==> config.mk <==
export PLATFORM = sky130hd
export DESIGN_NAME = sense_status_reporter
export DESIGN_NICKNAME = d
export VERILOG_FILES = /design/src/rtl/sense_pkg.sv /design/src/rtl/unit_check_decoder.sv /design/src/rtl/sense_status_reporter.sv
export SDC_FILE = /design/constraint.sdc
export NUM_CORES = 1
export LEC_CHECK = 0
export BUFFER_PORTS_ARGS = -buffer_cell sky130_fd_sc_hd__buf_2
export CORE_MARGIN = 8
export CORE_UTILIZATION = 51
export DETAILED_ROUTE_END_ITERATION = 12
export GPL_TIMING_DRIVEN = 0
export PLACE_DENSITY = 0.92
export SYNTH_ARGS = -nofsm -noshare
export SYNTH_HDL_FRONTEND = slang
export SYNTH_HIERARCHICAL = 1
export SYNTH_SLANG_ARGS = --single-unit
export TNS_END_PERCENT = 50
==> constraint.sdc <==
create_clock -name clk_sys_i -period 4.1 [get_ports clk_sys_i]
set_clock_uncertainty 0.2 [all_clocks]
set_input_delay 0.82 -clock clk_sys_i [delete_from_list [all_inputs] [get_ports clk_sys_i]]
set_output_delay 0.82 -clock clk_sys_i [all_outputs]
set_load 0.03 [all_outputs]
==> src/rtl/sense_pkg.sv <==
// Constants, layouts and states for the channel sense status reporter.
// Assumes a single system clock and a synchronous active-high reset.
package sense_pkg;

  // ----------------------------------------
  // Channel command codes and fixed byte values
  // ----------------------------------------
  localparam logic [7:0] CMD_SENSE     = 8'h04;
  localparam logic [7:0] CMD_SENSE_ID  = 8'he4;
  localparam logic [7:0] CMD_SET_MASK  = 8'h11;
  localparam logic [7:0] CMD_READ_MASK = 8'h14;
  localparam logic [7:0] ID_LEAD_BYTE  = 8'hff;
  localparam logic [7:0] RESERVED_BYTE = 8'h00;

  // ----------------------------------------
  // Transfer lengths in bytes
  // ----------------------------------------
  localparam logic [4:0] SENSE_LEN = 5'h10;
  localparam logic [4:0] ID_LEN    = 5'h07;
  localparam logic [4:0] MASK_LEN  = 5'h04;

  // ----------------------------------------
  // Reset values
  // ----------------------------------------
  localparam logic [31:0] MASK_RESET = 32'h0000_0000;

  // ----------------------------------------
  // Unit check mask codes
  // ----------------------------------------
  localparam logic [1:0] UC_NONE = 2'h0;
  localparam logic [1:0] UC_END  = 2'h1;
  localparam int         UC_CONDS = 16;

  // ----------------------------------------
  // Sense byte layouts, first field is bit 0 (msb)
  // ----------------------------------------
  typedef struct packed {
    logic command_rejected_flag;
    logic intervention;
    logic outbound_parity_error_flag;
    logic equipment_fault_flag;
    logic data_error_flag;
    logic overrun;
    logic control_word_rejected_flag;
    logic bounds_violation_flag;
  } sense_flags_t;

  typedef struct packed {
    logic busy_as_retry_switch;
    logic async_posting_switch;
    logic reserved;
    logic stream_switch;
    logic wide_bus_switch;
    logic fast_transfer_switch;
    logic [1:0] addr_count_code;
  } mode_switch_t;

  localparam sense_flags_t FLAGS_RESET = '0;

  // ----------------------------------------
  // Sequencer states
  // ----------------------------------------
  typedef enum logic [2:0] {
    ST_IDLE = 3'b001,
    ST_SEND = 3'b010,
    ST_LOAD = 3'b100
  } seq_state_t;

endpackage

==> src/rtl/unit_check_decoder.sv <==
// Unit check decision from the two-bit-per-condition mask.
// Assumes condition strobes are one-cycle pulses on clk_sys_i.
`timescale 1ns/1ps
module unit_check_decoder (
  input  wire logic                          clk_sys_i,
  input  wire logic                          rst_i,
  input  wire logic [31:0]                   mask_i,
  input  wire logic [sense_pkg::UC_CONDS-1:0] cond_i,
  input  wire logic                          ddb_done_i,
  output logic                               immediate_o,
  output logic                               end_check_o
);
  import sense_pkg::*;

  logic [UC_CONDS-1:0] imm_hit;
  logic [UC_CONDS-1:0] end_hit;
  logic                pending;

  // Condition k owns mask bits 2k and 2k+1, counted from the msb
  function automatic logic [1:0] cond_code(input logic [31:0] m, input int k);
    cond_code = m[31-2*k -: 2];
  endfunction

  // ----------------------------------------
  // Per-condition decode
  // ----------------------------------------
  genvar gi;
  generate
    for (gi = 0; gi < UC_CONDS; gi++)
    begin : g_cond
      // RL20: code to reporting action
      assign imm_hit[gi] = cond_i[gi] && (cond_code(mask_i, gi) > UC_END);
      assign end_hit[gi] = cond_i[gi] && (cond_code(mask_i, gi) == UC_END);
    end
  endgenerate

  // RL20: deferred check held until descriptor completes
  always_ff @(posedge clk_sys_i)
  begin
    if (rst_i)
      pending <= 1'b0;
    else if (|end_hit)
      pending <= 1'b1;
    else if (ddb_done_i)
      pending <= 1'b0;
  end

  always_ff @(posedge clk_sys_i)
  begin
    if (rst_i)
    begin
      immediate_o <= 1'b0;
      end_check_o <= 1'b0;
    end
    else
    begin
      immediate_o <= |imm_hit;
      end_check_o <= ddb_done_i && (pending || (|end_hit));
    end
  end

  chk_immediate_code: assert property (@(posedge clk_sys_i) disable iff (rst_i) // RL20
    (|imm_hit) |=> immediate_o) else $error("immediate unit check missed");

endmodule // unit_check_decoder

==> src/rtl/sense_status_reporter.sv <==
// Sense, identification and unit check mask service for the channel interface.
// Assumes byte handshakes and event strobes synchronous to clk_sys_i.
//
// Function
// RL1: Command reject flag on bad command or sequence
// RL2: Intervention and overrun bits always zero
// RL3: Parity error sets outbound parity flag
// RL4: Malfunction sets equipment fault flag
// RL5: Non-parity data error sets data flag
// RL6: Control word errors, late sequence errors
// RL7: Protect violation or oversize descriptor sets bounds
// RL8: Assigned bit from current user state
// RL9: Descriptor-in-progress bit while processing
// RL10: Transfer-wait bit when any wait outstanding
// RL11: Active user identifier in bits 3-7
// RL12: Address switches A and B in byte 2
// RL13: Mode bit 0; busy reported as retry
// RL14: Task completion posted at next command
// RL15: Feature switches gated by channel support
// RL16: Address count code 1, 8, 16, 32
// RL17: Reserved byte, last address, control word
// RL18: Seven identification bytes, first is FF
// RL19: Revision and feature bytes in identification
// RL20: Two-bit code decides unit check action
// RL21: Mask is 32 bits, three condition groups
// RL22: Mask loaded by 11, returned by 14
// RL23: Sense command 04 returns sixteen bytes
`timescale 1ns/1ps
module sense_status_reporter #(
  parameter logic [15:0] CU_TYPE       = 16'h1234, // Arbitrary value
  parameter logic [15:0] DEV_TYPE      = 16'h5678, // Arbitrary value
  parameter logic [7:0]  FW_REVISION   = 8'h01,
  parameter logic [7:0]  FEATURES      = 8'h00
) (
  input  wire logic                    clk_sys_i,
  input  wire logic                    rst_i,
  input  wire logic                    cmd_valid_i,
  input  wire logic [7:0]              cmd_code_i,
  output logic                         cmd_busy_o,
  output logic                         tx_valid_o,
  output logic [7:0]                   tx_data_o,
  input  wire logic                    tx_ready_i,
  input  wire logic                    rx_valid_i,
  input  wire logic [7:0]              rx_data_i,
  output logic                         rx_ready_o,
  input  wire logic                    reject_evt_i,
  input  wire logic                    parity_evt_i,
  input  wire logic                    equip_evt_i,
  input  wire logic                    data_evt_i,
  input  wire logic                    ctl_word_err_i,
  input  wire logic                    seq_err_evt_i,
  input  wire logic                    bytes_moved_i,
  input  wire logic                    memory_protect_violation_i,
  input  wire logic                    ddb_oversize_i,
  input  wire logic                    processor_assigned_flag_i,
  input  wire logic                    data_descriptor_block_i,
  input  wire logic [7:0]              transfer_wait_condition_i,
  input  wire logic [4:0]              current_user_id_i,
  input  wire logic [3:0]              addr_switch_a_i,
  input  wire logic [3:0]              addr_switch_b_i,
  input  wire sense_pkg::mode_switch_t mode_switch_i,
  input  wire logic [23:0]             last_mem_addr_i,
  input  wire logic [63:0]             host_control_status_word_i,
  input  wire logic                    processor_busy_i,
  output logic                         busy_o,
  output logic                         retry_o,
  input  wire logic                    task_done_event_i,
  output logic                         post_task_done_o,
  input  wire logic [2:0]              channel_caps_i,
  output logic                         use_stream_o,
  output logic                         use_wide_bus_o,
  output logic                         use_fast_xfer_o,
  output logic [5:0]                   unit_addr_count_o,
  input  wire logic [7:0]              formatter_cond_i,
  input  wire logic [4:0]              multiply_processor_conditions_i,
  input  wire logic                    channel_processor_cond_i,
  input  wire logic                    attached_processor_reject_i,
  input  wire logic                    ddb_done_i,
  output logic                         unit_check_now_o,
  output logic                         abort_ddb_o,
  output logic                         unit_check_end_o,
  output sense_pkg::sense_flags_t      sense_flags_o
);
  import sense_pkg::*;

  seq_state_t   state;
  logic [7:0]   cur_cmd;
  logic [4:0]   idx;
  logic [4:0]   cur_len;
  logic [7:0]   sel_cmd;
  logic [4:0]   sel_idx;
  logic [7:0]   sel_byte;
  logic [31:0]  mask;
  logic [23:0]  mask_stage;
  logic         tx_fire;
  logic         last_beat;
  logic         sense_done;
  logic         task_pending;
  sense_flags_t flags;
  sense_flags_t flag_set;
  sense_flags_t next_flags;
  logic [UC_CONDS-1:0] conds;

  function automatic logic [4:0] cmd_len(input logic [7:0] code);
    unique case (code)
      CMD_SENSE:     cmd_len = SENSE_LEN;
      CMD_SENSE_ID:  cmd_len = ID_LEN;
      CMD_SET_MASK:  cmd_len = MASK_LEN;
      CMD_READ_MASK: cmd_len = MASK_LEN;
      default:       cmd_len = 5'h00;
    endcase
  endfunction

  function automatic logic [5:0] addr_count(input logic [1:0] code);
    unique case (code)
      2'h0: addr_count = 6'h01;
      2'h1: addr_count = 6'h08;
      2'h2: addr_count = 6'h10;
      2'h3: addr_count = 6'h20;
    endcase
  endfunction

  // ----------------------------------------
  // Sticky error flags
  // ----------------------------------------
  always_comb
  begin
    flag_set = '0;
    // RL1: rejected command, or a command while busy
    flag_set.command_rejected_flag = reject_evt_i || (cmd_valid_i && state != ST_IDLE);
    // RL3: interface parity
    flag_set.outbound_parity_error_flag = parity_evt_i;
    // RL4: malfunction, detail travels in the control word
    flag_set.equipment_fault_flag = equip_evt_i;
    // RL5: data error without parity
    flag_set.data_error_flag = data_evt_i;
    // RL6: control word error or late sequence error
    flag_set.control_word_rejected_flag = ctl_word_err_i || (seq_err_evt_i && bytes_moved_i);
    // RL7: bounds problems
    flag_set.bounds_violation_flag = memory_protect_violation_i || ddb_oversize_i;
    // RL2: never raised
    flag_set.intervention = 1'b0;
    flag_set.overrun      = 1'b0;
    // Set wins, so an event on the closing beat of a sense survives
    next_flags = sense_done ? flag_set : (flags | flag_set);
  end

  always_ff @(posedge clk_sys_i)
  begin
    if (rst_i)
      flags <= FLAGS_RESET;
    else
      flags <= next_flags;
  end

  assign sense_flags_o = flags;

  // ----------------------------------------
  // Outgoing byte selection
  // ----------------------------------------
  assign sel_cmd = (state == ST_IDLE) ? cmd_code_i : cur_cmd;
  assign sel_idx = (state == ST_IDLE) ? 5'h00 : idx + 5'h01;

  always_comb
  begin
    sel_byte = RESERVED_BYTE;
    if (sel_cmd == CMD_SENSE)
    begin
      // RL23: sixteen sense bytes
      unique case (sel_idx)
        5'h00: sel_byte = flags;
        // RL8: RL9: RL10: RL11: byte 1 state and user
        5'h01: sel_byte = {processor_assigned_flag_i, data_descriptor_block_i,
                           |transfer_wait_condition_i, current_user_id_i};
        // RL12: switch A in high nibble
        5'h02: sel_byte = {addr_switch_a_i, addr_switch_b_i};
        // RL13: RL14: RL15: RL16: switch image
        5'h03: sel_byte = mode_switch_i;
        // RL17: reserved, address, control word
        5'h04: sel_byte = RESERVED_BYTE;
        5'h05: sel_byte = last_mem_addr_i[23:16];
        5'h06: sel_byte = last_mem_addr_i[15:8];
        5'h07: sel_byte = last_mem_addr_i[7:0];
        default: sel_byte = host_control_status_word_i[8'(63 - 8*(sel_idx - 5'h08)) -: 8];
      endcase
    end
    else if (sel_cmd == CMD_SENSE_ID)
    begin
      // RL18: RL19: identification bytes
      unique case (sel_idx)
        5'h00: sel_byte = ID_LEAD_BYTE;
        5'h01: sel_byte = CU_TYPE[15:8];
        5'h02: sel_byte = CU_TYPE[7:0];
        5'h03: sel_byte = FW_REVISION;
        5'h04: sel_byte = DEV_TYPE[15:8];
        5'h05: sel_byte = DEV_TYPE[7:0];
        default: sel_byte = FEATURES;
      endcase
    end
    else if (sel_cmd == CMD_READ_MASK)
    begin
      // RL22: mask returned unaltered, first byte first
      sel_byte = mask[8'(31 - 8*sel_idx) -: 8];
    end
  end

  // ----------------------------------------
  // Command sequencer
  // ----------------------------------------
  assign tx_fire    = tx_valid_o && tx_ready_i;
  assign last_beat  = (idx == cur_len - 5'h01);
  assign sense_done = (state == ST_SEND) && tx_fire && last_beat && (cur_cmd == CMD_SENSE);
  assign cmd_busy_o = (state != ST_IDLE);
  assign rx_ready_o = (state == ST_LOAD);

  always_ff @(posedge clk_sys_i)
  begin
    if (rst_i)
    begin
      state      <= ST_IDLE;
      cur_cmd    <= 8'h00;
      cur_len    <= 5'h00;
      idx        <= 5'h00;
      tx_valid_o <= 1'b0;
      tx_data_o  <= 8'h00;
    end
    else
    begin
      unique case (state)
        ST_IDLE:
        begin
          idx <= 5'h00;
          if (cmd_valid_i && cmd_len(cmd_code_i) != 5'h00)
          begin
            cur_cmd <= cmd_code_i;
            cur_len <= cmd_len(cmd_code_i);
            if (cmd_code_i == CMD_SET_MASK)
              state <= ST_LOAD;
            else
            begin
              state      <= ST_SEND;
              tx_valid_o <= 1'b1;
              tx_data_o  <= sel_byte;
            end
          end
        end
        ST_SEND:
        begin
          if (tx_fire)
          begin
            if (last_beat)
            begin
              state      <= ST_IDLE;
              tx_valid_o <= 1'b0;
            end
            else
            begin
              idx       <= sel_idx;
              tx_data_o <= sel_byte;
            end
          end
        end
        ST_LOAD:
        begin
          if (rx_valid_i)
          begin
            idx <= idx + 5'h01;
            if (last_beat)
              state <= ST_IDLE;
          end
        end
      endcase
    end
  end

  // ----------------------------------------
  // Unit check mask
  // ----------------------------------------
  // RL22: whole mask committed on the fourth byte only
  always_ff @(posedge clk_sys_i)
  begin
    if (rst_i)
    begin
      mask       <= MASK_RESET;
      mask_stage <= 24'h000000;
    end
    else if (state == ST_LOAD && rx_valid_i)
    begin
      mask_stage <= {mask_stage[15:0], rx_data_i};
      if (last_beat)
        mask <= {mask_stage, rx_data_i};
    end
  end

  // RL21: formatter, multiply processor, channel processor groups
  assign conds = {memory_protect_violation_i, attached_processor_reject_i, channel_processor_cond_i,
                  multiply_processor_conditions_i, formatter_cond_i};

  unit_check_decoder u_decoder (
    .clk_sys_i  (clk_sys_i),
    .rst_i      (rst_i),
    .mask_i     (mask),
    .cond_i     (conds),
    .ddb_done_i (ddb_done_i),
    .immediate_o(unit_check_now_o),
    .end_check_o(unit_check_end_o)
  );

  // RL20: immediate check aborts the descriptor
  assign abort_ddb_o = unit_check_now_o;

  // ----------------------------------------
  // Mode switch effects
  // ----------------------------------------
  always_ff @(posedge clk_sys_i)
  begin
    if (rst_i)
    begin
      busy_o            <= 1'b0;
      retry_o           <= 1'b0;
      use_stream_o      <= 1'b0;
      use_wide_bus_o    <= 1'b0;
      use_fast_xfer_o   <= 1'b0;
      unit_addr_count_o <= 6'h01;
    end
    else
    begin
      // RL13: busy turned into retry when switched
      busy_o  <= processor_busy_i && !mode_switch_i.busy_as_retry_switch;
      retry_o <= processor_busy_i && mode_switch_i.busy_as_retry_switch;
      // RL15: feature only if enabled and supported
      use_stream_o    <= mode_switch_i.stream_switch && channel_caps_i[0];
      use_wide_bus_o  <= mode_switch_i.wide_bus_switch && channel_caps_i[1];
      use_fast_xfer_o <= mode_switch_i.fast_transfer_switch && channel_caps_i[2];
      // RL16: count decoded from two switch bits
      unit_addr_count_o <= addr_count(mode_switch_i.addr_count_code);
    end
  end

  // RL14: posting waits for the next command unless async is on; async may be lost
  always_ff @(posedge clk_sys_i)
  begin
    if (rst_i)
    begin
      task_pending     <= 1'b0;
      post_task_done_o <= 1'b0;
    end
    else
    begin
      post_task_done_o <= mode_switch_i.async_posting_switch ? task_done_event_i
                                                             : (cmd_valid_i && task_pending);
      if (task_done_event_i && !mode_switch_i.async_posting_switch)
        task_pending <= 1'b1;
      else if (cmd_valid_i || mode_switch_i.async_posting_switch)
        task_pending <= 1'b0;
    end
  end

  // ----------------------------------------
  // Checks
  // ----------------------------------------
  chk_reject_flag: assert property (@(posedge clk_sys_i) disable iff (rst_i) // RL1
    reject_evt_i |=> flags.command_rejected_flag) else $error("reject flag not set");
  chk_unused_bits: assert property (@(posedge clk_sys_i) disable iff (rst_i) // RL2
    !flags.intervention && !flags.overrun) else $error("unused sense bit set");
  chk_parity_flag: assert property (@(posedge clk_sys_i) disable iff (rst_i) // RL3
    parity_evt_i |=> flags.outbound_parity_error_flag) else $error("parity flag not set");
  chk_equip_flag: assert property (@(posedge clk_sys_i) disable iff (rst_i) // RL4
    equip_evt_i |=> flags.equipment_fault_flag) else $error("equipment flag not set");
  chk_data_flag: assert property (@(posedge clk_sys_i) disable iff (rst_i) // RL5
    data_evt_i |=> flags.data_error_flag) else $error("data flag not set");
  chk_late_seq_error: assert property (@(posedge clk_sys_i) disable iff (rst_i) // RL6
    seq_err_evt_i && bytes_moved_i |=> flags.control_word_rejected_flag) else $error("late sequence error lost");
  chk_bounds_flag: assert property (@(posedge clk_sys_i) disable iff (rst_i) // RL7
    ddb_oversize_i |=> flags.bounds_violation_flag) else $error("bounds flag not set");
  chk_id_lead: assert property (@(posedge clk_sys_i) disable iff (rst_i) // RL18
    state == ST_IDLE && cmd_valid_i && cmd_code_i == CMD_SENSE_ID |=> tx_valid_o && tx_data_o == ID_LEAD_BYTE)
    else $error("identification lead byte wrong");
  chk_mask_stable: assert property (@(posedge clk_sys_i) disable iff (rst_i) // RL22
    state != ST_LOAD |=> $stable(mask)) else $error("mask changed outside load");
  chk_retry_route: assert property (@(posedge clk_sys_i) disable iff (rst_i) // RL13
    processor_busy_i && mode_switch_i.busy_as_retry_switch |=> retry_o && !busy_o) else $error("busy not retry");
  chk_posting_wait: assert property (@(posedge clk_sys_i) disable iff (rst_i) // RL14
    !mode_switch_i.async_posting_switch && !cmd_valid_i |=> !post_task_done_o) else $error("posted without command");
  chk_sense_len: assert property (@(posedge clk_sys_i) disable iff (rst_i) // RL23
    state == ST_SEND && cur_cmd == CMD_SENSE |-> cur_len == SENSE_LEN) else $error("sense length wrong");

  cov_sense_done: cover property (@(posedge clk_sys_i) disable iff (rst_i) sense_done);
  cov_mask_load: cover property (@(posedge clk_sys_i) disable iff (rst_i)
    state == ST_LOAD ##1 state == ST_IDLE);
  cov_immediate: cover property (@(posedge clk_sys_i) disable iff (rst_i) unit_check_now_o);
  cov_end_check: cover property (@(posedge clk_sys_i) disable iff (rst_i) unit_check_end_o);

endmodule // sense_status_reporter

==> out/qor.txt <==
DRC - 0
crit end category - flop
Setup crit start kind - flop
antenna viol nets, final - 0
RSZ-0062 raised after global routing - false
drt initial violations - 1135
FF-to-FF path depth - 10
WP data arrival - 3.82 ns
R2R setup slack - 0.32 ns
final setup violation count - 0
number of global-route vias before repair - 6638
Final Hold Vio Count - 0
Slew Viols, Final - 0
TritonCTS clock tree - built
CORE AREA - 11400 sq um
routability-driven placement congestion ratio - 0.982
ys async rst share - 0
Post-synth EDFFs - 0
Initial DRT Pass Iterations - 6
Slew Limit Headroom - 0.372
largest net degree at the start of global routing - 17
Clk Latency, worst-skew pair - 0.35 ns
CP max stage delay - 0.49 ns
layout net count - 1119
worst hold start - u_decoder/pending
Reg clk slew, reported paths - 0.07 ns
Hold Path Stages - 2
Worst path slowest cell - o21ai_1
Power Dens Cells - 368 nW/um^2
reg2reg start - idx[1]
initial antenna violation count - 0
Critical path buffers and inverters - 2
port bufs - 199
die width - 124 microns
CP Max Fanout - 10
Achievable Freq - 264 MHz
Worst Hold End - u_decoder/end_check_o
Clock Tree Buf Depth - 2
Worst EP required - 4.14 ns
GRT overflow - 0
cells along the critical path - ha_1 > buf_2 > xor2_2 > nand2_1 > ha_1 > clkbuf_1 > o21ai_1 > nor2b_1 > a221o_1 > a32o_1
initial core utilization - 0.523
sequential area share after synthesis - 0.349
clock sink count - 104
average cell area after synthesis - 8.17 sq um
H-tree depth - 3
Slew @ Worst Pin - 0.934 ns
Hold/Removal Path Class - reg -> reg
Mapped Area - 5970 sq um
total CTS buffers - 9
row cnt - 39
layout cells sized above 1 - 0.288
Period minus WS final - 3.78 ns
synth warn - 6
global-route wire length before repair - 36300 microns
Cells after Synth - 731
DPL Wire Length - 18500 microns
Critical Setup Path Class - reg -> reg
Hold Buf Count CTS - 0
Die Area - 15400 sq um
num ports - 204
Final Cycle Share - 0.923
Distinct cells, synth - 78
Syn-to-layout area delta - 24.5%
VDD IR-drop max - 0.203 mV
total number of vias - 6999
CTS root buf - clkbuf_16
global-route usage over all layers - 0.288
# Max-Cap Violations - 0
final wirelength - 23600 microns
top_reg_cell synth - dfxtp_1
Top cell by count, worst path - ha_1
Post-Route Setup TNS - 0 ns
DIE HEIGHT - 124 microns
critical path's top delay family - compound AO/OA/AOI/OAI gates
Leak Pwr - 0.00298 uW
DR WL/cell - 21.6 microns
status - finished, final reports clean
Placed Cells - 1076
Via density - 6.41
RR Endpoint - tx_data_o[7]
flops & latches, synth - 104
final non-filler cell total - 1092
[per-stage QoR]
step	utilization	total power, uW	setup slack [ns]	hold WS [ns]	instance area (sq um)
CTS	0.650	2690	0.00543	0.244	7420
global placement	0.627	1910	-0.0302	0.229	7160
global route	0.651	2820	0.211	0.252	7430
detailed placement	0.627	1920	0.0356	0.235	7160
finish	0.651	2740	0.316	0.247	7440
floorplan	-	1600	1.21	0.222	5980
[power by group]
part	internal, uW	switching (uW)
Sequential	1030	22.3
Clock	409	386
Combinational	291	600
Total	1730	1010
[cells by family after synthesis]
group	after synthesis	synth area share
AOI/OAI and AO/OA	199	0.227
xor gates and xnor gates	10	0.0147
adders and majority gates	5	0.0105
buffers and inverters	69	0.0505
DFF	104	0.349
muxes	59	0.102
other	1	0.000628
and+or+nand+nor	284	0.246
[cell type report]
| class | count | area, sq um |
|---|---|---|
| Timing Repair Buffer | 199 | 996 |
| Clock inverter | 5 | 32.5 |
| Fill cell | 968 | 3980 |
| Buffer | 53 | 241 |
| Clock buffer | 10 | 229 |
| Sequential cell | 104 | 2080 |
| Inverter | 16 | 60.1 |
| Antenna cell | 1 | 2.50 |
| Tap cell | 143 | 179 |
| Multi-Input combinational cell | 561 | 3610 |
[Yosys cell counts, types with 6 or more instances]
master | instances | area [sq um]
nor2b_1 | 7 | 43.8
nor3_1 | 17 | 85.1
buf_2 | 19 | 95.1
inv_1 | 13 | 48.8
a221oi_1 | 12 | 105
nand3_1 | 10 | 50.1
nand2_1 | 91 | 342
nand3b_1 | 18 | 135
o221ai_1 | 6 | 52.6
mux2_2 | 16 | 180
mux2i_1 | 43 | 430
clkbuf_1 | 25 | 93.8
nand2b_1 | 8 | 50.1
nor3b_1 | 6 | 45.0
o21ai_0 | 24 | 120
a32o_1 | 7 | 70.1
nor2_1 | 71 | 267
dfxtp_1 | 104 | 2080
xnor2_1 | 6 | 52.6
a21oi_1 | 69 | 345
o22ai_1 | 13 | 81.3
or3_1 | 6 | 37.5
a22oi_1 | 14 | 105
nand4_1 | 12 | 75.1
a221o_1 | 6 | 60.1
[sequential cells by signal, indices dropped and copies added (netlist names), 3 cells and up]
| signal | cells |
|---|---|
| unit_addr_count_o | 4 |
| tx_data_o | 8 |
| sense_flags_o | 6 |
| mask | 32 |
| idx | 5 |
| cur_len | 3 |
| state | 3 |
| cur_cmd | 8 |
| mask_stage | 24 |
[worst max-delay path by stage]
stage                   from  slack, ns           end  cells after the start
4_1_cts               idx[1]      0.005  tx_data_o[5]                     10
2_1_floorplan  cmd_code_i[0]       1.21  tx_data_o[1]                      5
3_3_place_gp          idx[1]      -0.03  tx_data_o[5]                     10
3_5_place_dp          idx[1]       0.04  tx_data_o[5]                     10
6_report              idx[1]       0.32  tx_data_o[7]                     10
5_1_grt               idx[1]       0.21  tx_data_o[7]                     10
[worst min-delay path: cells and delay by family, from the launching register on]
family,cells,cell delay [ns]
compound gates,1,0.05
buf+inv,1,0.05
flops,1,0.31
[placed cells by master (no fill, tap or decap), drive strengths merged, types with 4 or more instances in the layout]
| cell | netlist | layout |
|---|---|---|
| a31oi | 4 | 4 |
| a221o | 6 | 6 |
| mux2i | 43 | 43 |
| nor3b | 8 | 8 |
| nor3 | 17 | 17 |
| a21oi | 69 | 69 |
| nand3b | 18 | 18 |
| a22o | 5 | 5 |
| nand2b | 8 | 8 |
| nor4 | 8 | 8 |
| a211oi | 5 | 5 |
| nand4 | 12 | 12 |
| and3 | 4 | 4 |
| dfxtp | 104 | 104 |
| o221ai | 6 | 6 |
| ha | 5 | 5 |
| buf | 28 | 227 |
| clkinv | 1 | 5 |
| conb | 1 | 4 |
| nand2 | 91 | 91 |
| xor2 | 4 | 4 |
| a32o | 7 | 7 |
| mux2 | 16 | 16 |
| a21boi | 4 | 4 |
| or3 | 7 | 7 |
| a22oi | 14 | 14 |
| o21ai | 26 | 26 |
| xnor2 | 6 | 6 |
| nand3 | 10 | 10 |
| nor2 | 71 | 71 |
| inv | 15 | 16 |
| nor2b | 7 | 7 |
| clkbuf | 25 | 35 |
| and3b | 4 | 4 |
| a221oi | 12 | 12 |
| o22ai | 13 | 13 |
[repair_timing]
item / in CTS / in global routing
setup endpoints to repair: 0 / 5
gates resized for setup: 0 / 2
buffers inserted: 0 / 0
[metal layers]
metal,share of wire,vias to the layer above,global-route usage
li1,-,3124,-
met3,0.12,74,0.0736
met4,0.032,0,0.118
met5,0,-,0
met2,0.46,518,0.467
met1,0.39,3283,0.354
Power figures use the tool's default switching activity.
